### src/rtl/csic_pkg.sv
package csic_pkg;
    localparam int CLK_HZ = 40000000;
    // long START hold that enters configuration mode
    localparam int HOLD_MS = 5000;
    localparam longint HOLD_CYC_L = (longint'(CLK_HZ) * HOLD_MS) / 1000 + 1;
    localparam int HOLD_CYC = int'(HOLD_CYC_L);
    // configuration blink half period
    localparam int BLINK_MS = 250;
    localparam int BLINK_CYC = int'((longint'(CLK_HZ) * BLINK_MS) / 1000);
    // pairing scan timeout
    localparam int PAIR_MS = 2000;
    localparam int PAIR_CYC = int'((longint'(CLK_HZ) * PAIR_MS) / 1000);
    localparam int SYNC_STAGES = 2;
    // dipswitch field layout: bits 1..2 battery, bit 3 override, 4..8 channel
    localparam int DIP_W = 8;
    localparam int DIP_BATT_LSB = 0;
    localparam int DIP_OVR_BIT = 2;
    localparam int DIP_CHAN_LSB = 3;
    localparam int CHAN_W = 5;
    localparam int ACC_W = 20;
    localparam int CNT_W = 32;
    localparam logic [CHAN_W-1:0] CHAN_RST = 5'h00;
    localparam logic [ACC_W-1:0] ACC_RST = 20'h00000;
    localparam logic [DIP_W-1:0] DIP_RST = 8'h00;
    // register port map
    localparam logic [3:0] REG_STATUS = 4'h0;
    localparam logic [3:0] REG_STO_CHAN = 4'h1;
    localparam logic [3:0] REG_STO_ACC = 4'h2;
    localparam logic [3:0] REG_OPER = 4'h3;
    localparam logic [3:0] REG_FW_VER = 4'h4;
    // firmware version 6.2 encoded major.minor
    localparam logic [15:0] FW_VER = 16'h0602;
    typedef enum logic [4:0] {
        ST_BOOT = 5'b00001,
        ST_RUN  = 5'b00010,
        ST_CFG  = 5'b00100,
        ST_PAIR = 5'b01000,
        ST_DOWN = 5'b10000
    } csic_state_t;
endpackage : csic_pkg

### src/rtl/csic_ctrl.sv
// The register offsets and strobed register access were chosen for this implementation.
`timescale 1ns/10ps
module csic_ctrl
    import csic_pkg::*;
#(
    parameter int HOLD_CYCLES = HOLD_CYC,
    parameter int BLINK_CYCLES = BLINK_CYC,
    parameter int PAIR_CYCLES = PAIR_CYC,
    parameter bit HAS_DISPLAY = 1'b0,
    parameter bit TWO_LEDS = 1'b1
) (
    input wire logic clk,
    input wire logic rst_n,
    input wire logic clk_en,
    input wire logic [DIP_W-1:0] dip_pins,
    input wire logic start_pin,
    input wire logic off_pin,
    input wire logic pair_done,
    input wire logic pair_ok,
    input wire logic [CHAN_W-1:0] pair_chan,
    input wire logic [ACC_W-1:0] pair_acc,
    input wire logic [3:0] reg_addr,
    input wire logic [31:0] reg_wdata,
    input wire logic reg_wr,
    input wire logic reg_rd,
    output logic [31:0] reg_rdata,
    output logic infrared_receiver_pairing,
    output logic adapter_ready,
    output logic [CHAN_W-1:0] oper_chan,
    output logic [ACC_W-1:0] oper_acc,
    output logic [1:0] batt_type,
    output logic led_status,
    output logic led_batt,
    output logic shutdown
);
    logic [DIP_W-1:0] dip_s1, dip_s2;
    logic [1:0] btn_s1, btn_s2;
    logic start_s, off_s, start_d;
    csic_state_t state, next_state;
    logic [CNT_W-1:0] hold_cnt, blink_cnt, pair_cnt;
    logic [1:0] boot_cnt;
    // stored settings live in memory that outlives power-off, so no reset
    logic [CHAN_W-1:0] sto_chan = CHAN_RST;
    logic [ACC_W-1:0] sto_acc = ACC_RST;
    logic entry_guard;
    logic blink_ph;
    logic start_rel, hold_hit, pair_timeout, in_cfg;

    function automatic logic [CHAN_W-1:0] chan_field(
        input logic [DIP_W-1:0] d
    );
        chan_field = d[DIP_CHAN_LSB +: CHAN_W];
    endfunction : chan_field

    // pins come from outside, so two stages before any use
    always_ff @(posedge clk) begin
        if (!rst_n) begin
            dip_s1 <= DIP_RST;
            dip_s2 <= DIP_RST;
            btn_s1 <= 2'h0;
            btn_s2 <= 2'h0;
        end else if (clk_en) begin
            dip_s1 <= dip_pins;
            dip_s2 <= dip_s1;
            btn_s1 <= {off_pin, start_pin};
            btn_s2 <= btn_s1;
        end
    end
    assign start_s = btn_s2[0];
    assign off_s = btn_s2[1];

    always_ff @(posedge clk) begin
        if (!rst_n) begin
            start_d <= 1'b0;
        end else if (clk_en) begin
            start_d <= start_s;
        end
    end
    assign start_rel = start_d && !start_s;
    assign in_cfg = (state == ST_CFG) || (state == ST_PAIR);

    // START hold timer; counts only in run state so a hold in config is a press
    always_ff @(posedge clk) begin
        if (!rst_n) begin
            hold_cnt <= '0;
        end else if (clk_en) begin
            if (state == ST_RUN && start_s) begin
                if (!hold_hit) begin
                    hold_cnt <= hold_cnt + 1'b1;
                end
            end else begin
                hold_cnt <= '0;
            end
        end
    end
    assign hold_hit = hold_cnt >= CNT_W'(HOLD_CYCLES);

    always_ff @(posedge clk) begin
        if (!rst_n) begin
            pair_cnt <= '0;
        end else if (clk_en) begin
            if (state == ST_PAIR) begin
                pair_cnt <= pair_cnt + 1'b1;
            end else begin
                pair_cnt <= '0;
            end
        end
    end
    assign pair_timeout = pair_cnt >= CNT_W'(PAIR_CYCLES - 1);

    always_comb begin
        next_state = state;
        case (state)
            ST_BOOT: begin
                if (boot_cnt == 2'(SYNC_STAGES)) begin
                    next_state = ST_RUN;
                end
            end
            ST_RUN: begin
                if (off_s) begin
                    next_state = ST_DOWN;
                end else if (hold_hit) begin
                    next_state = ST_CFG;
                end
            end
            ST_CFG: begin
                if (off_s) begin
                    next_state = ST_DOWN;
                end else if (start_rel && !entry_guard) begin
                    next_state = ST_PAIR;
                end
            end
            ST_PAIR: begin
                if (off_s) begin
                    next_state = ST_DOWN;
                end else if (pair_done && pair_ok) begin
                    next_state = ST_DOWN;
                end else if (pair_done || pair_timeout) begin
                    next_state = ST_CFG;
                end
            end
            ST_DOWN: begin
                next_state = ST_DOWN;
            end
            default: begin
                next_state = ST_BOOT;
            end
        endcase
    end

    // the release that ends the entry hold must not start a pairing
    always_ff @(posedge clk) begin
        if (!rst_n) begin
            entry_guard <= 1'b0;
        end else if (clk_en) begin
            if (state == ST_RUN && next_state == ST_CFG && start_s) begin
                entry_guard <= 1'b1;
            end else if (start_rel) begin
                entry_guard <= 1'b0;
            end
        end
    end

    always_ff @(posedge clk) begin
        if (!rst_n) begin
            state <= ST_BOOT;
        end else if (clk_en) begin
            state <= next_state;
        end
    end

    // boot lasts until the synchroniser holds real switch levels
    always_ff @(posedge clk) begin
        if (!rst_n) begin
            boot_cnt <= 2'h0;
        end else if (clk_en && state == ST_BOOT) begin
            boot_cnt <= boot_cnt + 2'h1;
        end
    end

    // stored configuration; pairing wins over an adapter write
    always_ff @(posedge clk) begin
        if (rst_n && clk_en) begin
            if (state == ST_PAIR && pair_done && pair_ok) begin
                sto_chan <= pair_chan;
                sto_acc <= pair_acc;
            end else if (reg_wr && adapter_ready) begin
                if (reg_addr == REG_STO_CHAN) begin
                    sto_chan <= reg_wdata[CHAN_W-1:0];
                end else if (reg_addr == REG_STO_ACC) begin
                    sto_acc <= reg_wdata[ACC_W-1:0];
                end
            end
        end
    end

    // operating values frozen at boot so later stores wait for power-up
    // early boot cycles see reset levels; the last boot cycle wins
    always_ff @(posedge clk) begin
        if (!rst_n) begin
            oper_chan <= CHAN_RST;
            oper_acc <= ACC_RST;
            batt_type <= 2'h0;
        end else if (clk_en && state == ST_BOOT) begin
            batt_type <= dip_s2[DIP_BATT_LSB +: 2];
            oper_acc <= sto_acc;
            if (HAS_DISPLAY || dip_s2[DIP_OVR_BIT]) begin
                oper_chan <= sto_chan;
            end else begin
                oper_chan <= chan_field(dip_s2);
            end
        end
    end

    always_ff @(posedge clk) begin
        if (!rst_n) begin
            blink_cnt <= '0;
            blink_ph <= 1'b0;
        end else if (clk_en) begin
            if (!in_cfg) begin
                blink_cnt <= '0;
                blink_ph <= 1'b0;
            end else if (blink_cnt >= CNT_W'(BLINK_CYCLES - 1)) begin
                blink_cnt <= '0;
                blink_ph <= !blink_ph;
            end else begin
                blink_cnt <= blink_cnt + 1'b1;
            end
        end
    end

    always_ff @(posedge clk) begin
        if (!rst_n) begin
            led_status <= 1'b0;
            led_batt <= 1'b0;
            shutdown <= 1'b0;
            infrared_receiver_pairing <= 1'b0;
            adapter_ready <= 1'b0;
        end else if (clk_en) begin
            led_status <= in_cfg ? blink_ph : (state == ST_RUN);
            led_batt <= (in_cfg && TWO_LEDS) ? !blink_ph : 1'b0;
            shutdown <= next_state == ST_DOWN;
            infrared_receiver_pairing <= next_state == ST_PAIR;
            adapter_ready <= next_state == ST_CFG;
        end
    end

    always_ff @(posedge clk) begin
        if (!rst_n) begin
            reg_rdata <= 32'h00000000;
        end else if (clk_en) begin
            if (!reg_rd) begin
                reg_rdata <= 32'h00000000;
            end else if (reg_addr == REG_STATUS) begin
                reg_rdata <= {27'h0, state};
            end else if (reg_addr == REG_STO_CHAN) begin
                reg_rdata <= {27'h0, sto_chan};
            end else if (reg_addr == REG_STO_ACC) begin
                reg_rdata <= {12'h0, sto_acc};
            end else if (reg_addr == REG_OPER) begin
                reg_rdata <= {5'h0, batt_type, oper_acc, oper_chan};
            end else if (reg_addr == REG_FW_VER) begin
                reg_rdata <= {16'h0, FW_VER};
            end else begin
                reg_rdata <= 32'h00000000;
            end
        end
    end

    chk_pair_stores: assert property (@(posedge clk)
        disable iff (!rst_n)
        clk_en && state == ST_PAIR && pair_done && pair_ok && !off_s
        |=> sto_chan == $past(pair_chan) && state == ST_DOWN)
        else $error("pairing result not stored");
    chk_fail_stays: assert property (@(posedge clk)
        disable iff (!rst_n)
        clk_en && state == ST_PAIR && pair_done && !pair_ok && !off_s
        |=> state == ST_CFG)
        else $error("failed pairing left config mode");
    chk_off_cancel: assert property (@(posedge clk)
        disable iff (!rst_n)
        clk_en && in_cfg && off_s |=> state == ST_DOWN)
        else $error("off did not cancel config mode");
    chk_leds_alt: assert property (@(posedge clk)
        disable iff (!rst_n)
        clk_en && in_cfg && TWO_LEDS ##1 clk_en && in_cfg
        |-> led_status != led_batt)
        else $error("leds not alternating");
    chk_oper_frozen: assert property (@(posedge clk)
        disable iff (!rst_n)
        state != ST_BOOT && $past(state) != ST_BOOT
        |-> $stable(oper_chan) && $stable(oper_acc))
        else $error("operating channel changed after boot");
    chk_hold_entry: assert property (@(posedge clk)
        disable iff (!rst_n)
        clk_en && state == ST_RUN && !hold_hit |=> state != ST_CFG)
        else $error("config entered before hold time");
    chk_dip_chan: assert property (@(posedge clk)
        disable iff (!rst_n)
        clk_en && state == ST_BOOT && !HAS_DISPLAY && !dip_s2[DIP_OVR_BIT]
        |=> oper_chan == chan_field($past(dip_s2)))
        else $error("switch channel not used");
    chk_shut_down: assert property (@(posedge clk)
        disable iff (!rst_n)
        clk_en && state == ST_DOWN |=> shutdown)
        else $error("no shutdown after pairing");
    chk_ready_cfg: assert property (@(posedge clk)
        disable iff (!rst_n)
        adapter_ready |-> state == ST_CFG)
        else $error("adapter ready outside config mode");
    chk_ovr_stored: assert property (@(posedge clk)
        disable iff (!rst_n)
        clk_en && state == ST_BOOT && (HAS_DISPLAY || dip_s2[DIP_OVR_BIT])
        |=> oper_chan == $past(sto_chan))
        else $error("stored channel not used");
    chk_batt_boot: assert property (@(posedge clk)
        disable iff (!rst_n)
        clk_en && state == ST_BOOT
        |=> batt_type == $past(dip_s2[DIP_BATT_LSB +: 2]))
        else $error("battery type not taken from switches");
    chk_pair_start: assert property (@(posedge clk)
        disable iff (!rst_n)
        clk_en && state == ST_CFG && start_rel && !entry_guard && !off_s
        |=> infrared_receiver_pairing)
        else $error("short press did not start pairing");
    chk_blink_step: assert property (@(posedge clk)
        disable iff (!rst_n)
        clk_en && in_cfg && blink_cnt == CNT_W'(BLINK_CYCLES - 1)
        ##1 clk_en && in_cfg
        |=> led_status != $past(led_status))
        else $error("status led not blinking in config mode");
endmodule : csic_ctrl

### config.mk
export PLATFORM = sky130hd
export DESIGN_NAME = csic_ctrl
export DESIGN_NICKNAME = d
export VERILOG_FILES = /design/src/rtl/csic_pkg.sv /design/src/rtl/csic_ctrl.sv
export SDC_FILE = /design/constraint.sdc
export NUM_CORES = 1
export LEC_CHECK = 0
export BUFFER_PORTS_ARGS = -buffer_cell sky130_fd_sc_hd__buf_2
export CORE_ASPECT_RATIO = 0.7
export CORE_MARGIN = 8
export CORE_UTILIZATION = 57
export CTS_BUF_LIST = sky130_fd_sc_hd__clkbuf_8
export DETAILED_ROUTE_END_ITERATION = 12
export HOLD_SLACK_MARGIN = 0.06
export PLACE_DENSITY = 0.8
export SLEW_MARGIN = 40
export SYNTH_ARGS = -nofsm -noshare
export SYNTH_HDL_FRONTEND = slang
export SYNTH_SLANG_ARGS = --single-unit
export TNS_END_PERCENT = 5
### constraint.sdc
create_clock -name clk -period 4.15 [get_ports clk]
set_input_delay 1.0375 -clock clk [delete_from_list [all_inputs] [get_ports clk]]
set_output_delay 1.0375 -clock clk [all_outputs]
set_load 0.02 [all_outputs]
# Word level (Yosys, flattened, before mapping)
# Cells that the tools add are included.
word_totals:
  out_inout_bits: 64
  word_cells: 106
  reg_bits: 215
  inputBits: 78
op_classes:
  eq_ne: 16
  mux: 34
  n_lt_le_gt_ge: 3
  addsub: 4
  reduce_logical: 26
op_table:
  columns: ["cell", "n"]
  rows:
  - ["2-to-1 mux 32 bit", 5]
  - ["2-to-1 mux 27 bit", 5]
  - ["adder 32 x 1 -> 32 bit (second input constant)", 3]
  - ["2-to-1 mux 20 bit", 4]
  - ["2-to-1 mux 5 bit", 12]
  - [">= comparator 32 x 24 -> 1 bit (second input constant)", 1]
  - [">= comparator 32 x 27 -> 1 bit (second input constant)", 1]
  - [">= comparator 32 x 28 -> 1 bit (second input constant)", 1]
  - ["case mux 5 bit (5 select lines)", 1]
  - ["logical AND 1 bit", 11]
  - ["2-to-1 mux 11 bit", 1]
  - ["equality test 5 x 3 -> 1 bit (second input constant)", 2]
  - ["equality test 5 x 4 -> 1 bit (second input constant)", 2]
  - ["equality test 5 bit (second input constant)", 2]
  - ["equality test 4 x 2 -> 1 bit (second input constant)", 2]
  - ["nonzero test 2 bit", 4]
  - ["2-to-1 mux 1 bit", 6]
  - ["AND reduction 2 bit", 3]
  - ["equality test 5 x 1 -> 1 bit (second input constant)", 1]
  - ["equality test 5 x 2 -> 1 bit (second input constant)", 1]
  - ["equality test 4 x 1 -> 1 bit (second input constant)", 1]
  - ["equality test 4 x 3 -> 1 bit (second input constant)", 1]
  - ["zero test 4 bit", 1]
  - ["!= test 2 bit (second input constant)", 2]
  - ["other kinds (7)", 10]

# Longest topological paths before layout
depth:
  ltp_word: 11
  ltp_mapped: 10
  ltp_nobuf: 8

# Worst setup path after synthesis
# Ideal clock, no wire load.
synth_timing:
  path_kind: "input-to-reg"
  from: "in reg_addr[1]"
  to: "reg sto_acc[0], enable pin"
  setup_time_ps: 404
  stages: 5
  path_buffers: 2
  path_slack_ps: 385
  t_required_ps: 3746
  arrival_time_ps: 3361
  cell_sequence: "clkbuf_1 > nor4b_1 > clkbuf_1 > nand3_1 > a21oi_1"
synth_via:
  elab_chain_cells: 3
  elab_cells_between_ends: 5
  classes_between: "eq/ne: 3; reduce/logical: 2"
synth_lines:
  columns: ["item", "line", "text"]
  rows:
  - ["start, declared", "csic_ctrl.sv:22", "input wire logic [3:0] reg_addr,"]
  - ["equality test 4 x 1 -> 1 bit / equality test 4 x 2 -> 1 bit (equally long branches)", "csic_ctrl.sv:188, csic_ctrl.sv:190", null]
  - ["!= test 2 bit (no line) / nonzero test 2 bit (equally long branches)", null, null]
  - ["AND reduction 4 bit (no line) (*)", null, null]
  - ["end signal, assigned", "csic_ctrl.sv:186", "sto_acc <= pair_acc;"]
  - ["end signal, assigned", "csic_ctrl.sv:191", "sto_acc <= reg_wdata[ACC_W-1:0];"]
  - ["end, declared", "csic_ctrl.sv:44", "logic [ACC_W-1:0] sto_acc = ACC_RST;"]
# Every way passes the cells marked *; elsewhere a longest branch is shown, timed or not.
# A chain may end at the register's enable or synchronous reset.

# Worst setup path after layout
layout_timing:
  from: "reg hold_cnt[0]"
  to: "reg hold_cnt[18]"
layout_via:
  elab_chain_cells: 3
  elab_cells_between_ends: 6
  classes_between: "add/sub: 1; order compare: 1; eq/ne: 1; mux: 2; reduce/logical: 1"
layout_lines:
  columns: ["item", "line", "text"]
  rows:
  - ["start, declared", "csic_ctrl.sv:40", "logic [CNT_W-1:0] hold_cnt, blink_cnt, pair_cnt;"]
  - ["start signal, assigned", "csic_ctrl.sv:89", "hold_cnt <= hold_cnt + 1'b1;"]
  - ["adder 32 x 1 -> 32 bit / >= comparator 32 x 28 -> 1 bit (equally long branches)", "csic_ctrl.sv:89, csic_ctrl.sv:96", null]
  - ["2-to-1 mux 32 bit / != test 2 bit (equally long branches)", null, null]
  - ["2-to-1 mux 32 bit / AND reduction 2 bit (equally long branches)", null, null]
# Parallel ways exist; a longest one is shown, timed or not. The select of a mux whose other input is x is not followed.

==> impl_metrics.py <==
metrics = {
    "yosys": {
        "synth_top_family_by_area": "simple AND/OR/NAND/NOR gates",
        "synth_fa_ha_area_share_pct": 0.785,
        "synthFlopType": "dfxtp_1",
        "async_flop_share_pct": 0,
        "ys_warn_count": 0,
        "synth_xor_area_share_pct": 5.77,
        "synthSimpleGateAreaFrac_pct": 26.6,
        "syn_inst": 1105,
        "avgSynthCellArea_um2": 8.65,
        "synth_mux_area_share_pct": 3.89,
        "syn_area_um2": 9560,
        "ys_seq_area_share_pct": 46.6,
        "ys_types": 80,
        "ys_seq_elements": 210,
        "synth_edf_count": 25,
        "synth-compound-area-share_pct": 12.2,
    },
    "place": {
        "dp_cells": 1399,
        "hpwl_um": 16000,
        "dpl_cell_area_um2": 10300,
        "gp_congestion": 0.828,
        "numPortBuffers": 124,
    },
    "clock_tree": {
        "clockBufferDepth": 3,
        "numCtsBuffers": 31,
        "clock_sinks": 210,
        "holdBufCountCts": 0,
        "cts_max_level": 1,
        "cts_root_buffer": "clkbuf_8",
        "worstSkewPairLatency_ns": 0.58,
        "post-cts-setup-buffers": 0,
        "post_cts_resized": 0,
        "cts_tree": "yes",
        "clk_pin_slew_worst_paths_ns": 0.06,
    },
    "power_and_ir_drop": {
        "peakVddDrop_mv": 0.218,
        "p_leak_nw": 4.43,
        "power_density_nw_per_um2": 379,
    },
    "global_route": {
        "grt_usage_pct": 21.4,
        "grt_pass1_vias": 7773,
        "grt_pass1_wl_um": 38400,
        "grt_overflow_total": 0,
        "grt_start_max_net_pins": 83,
        "antenna_found_initial": 1,
    },
    "sta": {
        "max_slew_margin_pct": 43.7,
        "fmax_mhz": 383,
        "rsz0062_at_grt": "no",
        "finClkSkew_ns": 0.0221,
        "fin_crit_ns": 2.61,
        "fin_crit_sh_pct": 62.9,
        "tightest_slew_ns": 0.843,
        "drv_slew": 0,
        "setup_viol": 0,
        "setup-tns-final_ns": 0,
        "final_hold_viol_count": 0,
    },
    "worst_setup_path": {
        "arrival_ns": 3.06,
        "critical_path_class": "reg2reg",
        "crit_start": "hold_cnt[0]$_SDFFE_PN0P_",
        "r2r_start": "hold_cnt[0]$_SDFFE_PN0P_",
        "required_ns": 4.60,
        "crit_fanout": 20,
        "start_kind": "flop",
        "cp-end-kind": "flop",
    },
    "min_path": {
        "hold_path.class": "reg2reg",
        "min_from": "hold_cnt[30]$_SDFFE_PN0P_",
    },
    "floorplanning": {
        "die_area_um2": 21200,
        "die_width_um": 171,
        "core_area_um2": 16300,
        "io_pins": 142,
        "std_cell_rows": 39,
        "fp.dieH_um": 124,
        "start_util_pct": 58.5,
    },
    "finish": {
        "syn_to_final_growth_pct": 14.1,
        "mostFrequentLayoutCells": "dfxtp_1 (185), nand2_1 (168), nor2_1 (161), buf_2 (124), a21oi_1 (62)",
        "diodes": 0,
        "finalInstanceArea_um2": 10900,
        "final_cells": 1455,
        "fill_cells": 1394,
        "final_layout_size_suffix_gt1_share_pct": 18.0,
        "nets": 1291,
        "fin_util_pct": 66.8,
        "final_common_cell": "dfxtp_1",
    },
    "route": {
        "via_per_inst": 5.59,
        "vias": 8131,
        "routed_wl_um": 23200,
        "drc": 0,
        "first_pass_iters": 5,
        "drtAntennaViolNets": 0,
        "wl_per_cell_um": 15.9,
        "drtIter0Drc": 725,
    },
    "outcome": {
        "status": "complete, no violations",
    },
    "flow_run": {
        "maxCapViolCount": 0,
    },
}
area by class of cell:
cell class	instances	area [um2]	share of cell area, %
clock inverters	16	98.8	0.906
well taps	225	282	2.58
flip-flops and latches	210	4450	40.8
inverters	16	60.1	0.550
multi-input cells	813	4760	43.6
repair buffers	135	707	6.48
clock buffers	40	551	5.04
metal layers:
metal	GRT usage [%]	vias to the layer above	share of wire, %
met5	0	-	0.056
met4	5.61	2	1.9
met3	4.88	44	7.2
met2	32.7	256	44
met1	29.8	3766	47
li1	-	4063	-
cell families (layout without fill, tap and decap cells):
logic type,after synthesis,in the layout
multiplexers,37,37
adder cells (fa/ha/maj),6,6
flip-flops,210,210
other,1,5
buffers and inverters,86,207
AO/OA/AOI/OAI,178,178
AND/OR/NAND/NOR,524,524
XOR/XNOR,63,63
state kept, by name, indices dropped and copies added, names as in the netlist, 2 cells and up:
name / count
state: 5
boot_cnt: 2
btn_s1: 2
blink_cnt: 32
btn_s2: 2
pair_cnt: 32
hold_cnt: 32
reg_rdata: 27
sto_acc: 20
batt_type: 2
dip_s2: 8
sto_chan: 5
dip_s1: 8
oper_chan: 5
oper_acc: 20
cells in the mapped netlist, types with 3 or more instances:
| cell | instances | area [um2] |
|---|---|---|
| dfxtp_1 | 185 | 3700 |
| nand2b_1 | 5 | 31.3 |
| or3_1 | 10 | 62.6 |
| buf_2 | 4 | 20.0 |
| o211ai_1 | 11 | 82.6 |
| ha_1 | 6 | 75.1 |
| and2_1 | 12 | 75.1 |
| xnor2_1 | 19 | 166 |
| or4_2 | 7 | 61.3 |
| a21o_1 | 3 | 22.5 |
| nor2b_1 | 5 | 31.3 |
| nor4_1 | 8 | 50.1 |
| nor3_1 | 14 | 70.1 |
| nor2_1 | 161 | 604 |
| nand2_1 | 169 | 634 |
| edfxtp_1 | 25 | 751 |
| a22oi_1 | 24 | 180 |
| o21ai_0 | 24 | 120 |
| buf_4 | 6 | 45.0 |
| nor4b_1 | 4 | 35.0 |
| xor2_1 | 44 | 385 |
| a21oi_1 | 63 | 315 |
| buf_1 | 6 | 22.5 |
| inv_1 | 16 | 60.1 |
| nand3_1 | 41 | 205 |
| a211oi_1 | 8 | 60.1 |
| or4_1 | 5 | 37.5 |
| clkbuf_1 | 49 | 184 |
| o31ai_1 | 6 | 45.0 |
| o22ai_1 | 3 | 18.8 |
| nand4_1 | 25 | 156 |
| o21a_1 | 3 | 22.5 |
| mux2i_1 | 36 | 360 |
| nor3b_1 | 4 | 30.0 |
| o211a_1 | 3 | 30.0 |
| a31oi_1 | 5 | 31.3 |
| and4_1 | 12 | 105 |
| and3_1 | 21 | 131 |
path summary, 6_finish.rpt:
| path | endpoint | slack (ns) | depth (start not counted) |
|---|---|---|---|
| setup / recovery | hold_cnt[18]$_SDFFE_PN0P_ | 1.54 | 9 |
| setup reg to reg | hold_cnt[18]$_SDFFE_PN0P_ | 1.54 | 9 |
| hold / removal | hold_cnt[30]$_SDFFE_PN0P_ | 0.46 | 1 |
| hold reg to reg | hold_cnt[30]$_SDFFE_PN0P_ | 0.46 | 1 |
power by group:
group / internal (W) / switching [W]
clock network: 0.000927 / 0.000791
logic: 0.000104 / 0.000189
registers: 0.00209 / 0.0000334
worst max-delay path, cell delays in order (launching register included):
cell and delay [ns]:
dfxtp_1 0.37, inv_1 0.09, ha_1 0.20, and2b_2 0.20, and4_2 0.24, or3_4 0.41
a31oi_4 0.46, buf_4 0.32, or4_1 0.15, nand2_1 0.06
stage by stage:
step | worst slack [ns] | hold slack [ns] | power, W
2_1_floorplan | 0.385 | 0.430 | 0.00236
3_3_place_gp | 1.14 | 0.442 | 0.00245
3_5_place_dp | 1.15 | 0.447 | 0.00246
4_1_cts | 1.56 | 0.463 | 0.00416
5_1_grt | 1.33 | 0.492 | 0.00429
6_report | 1.54 | 0.465 | 0.00413
Power figures use the tool's default switching activity.
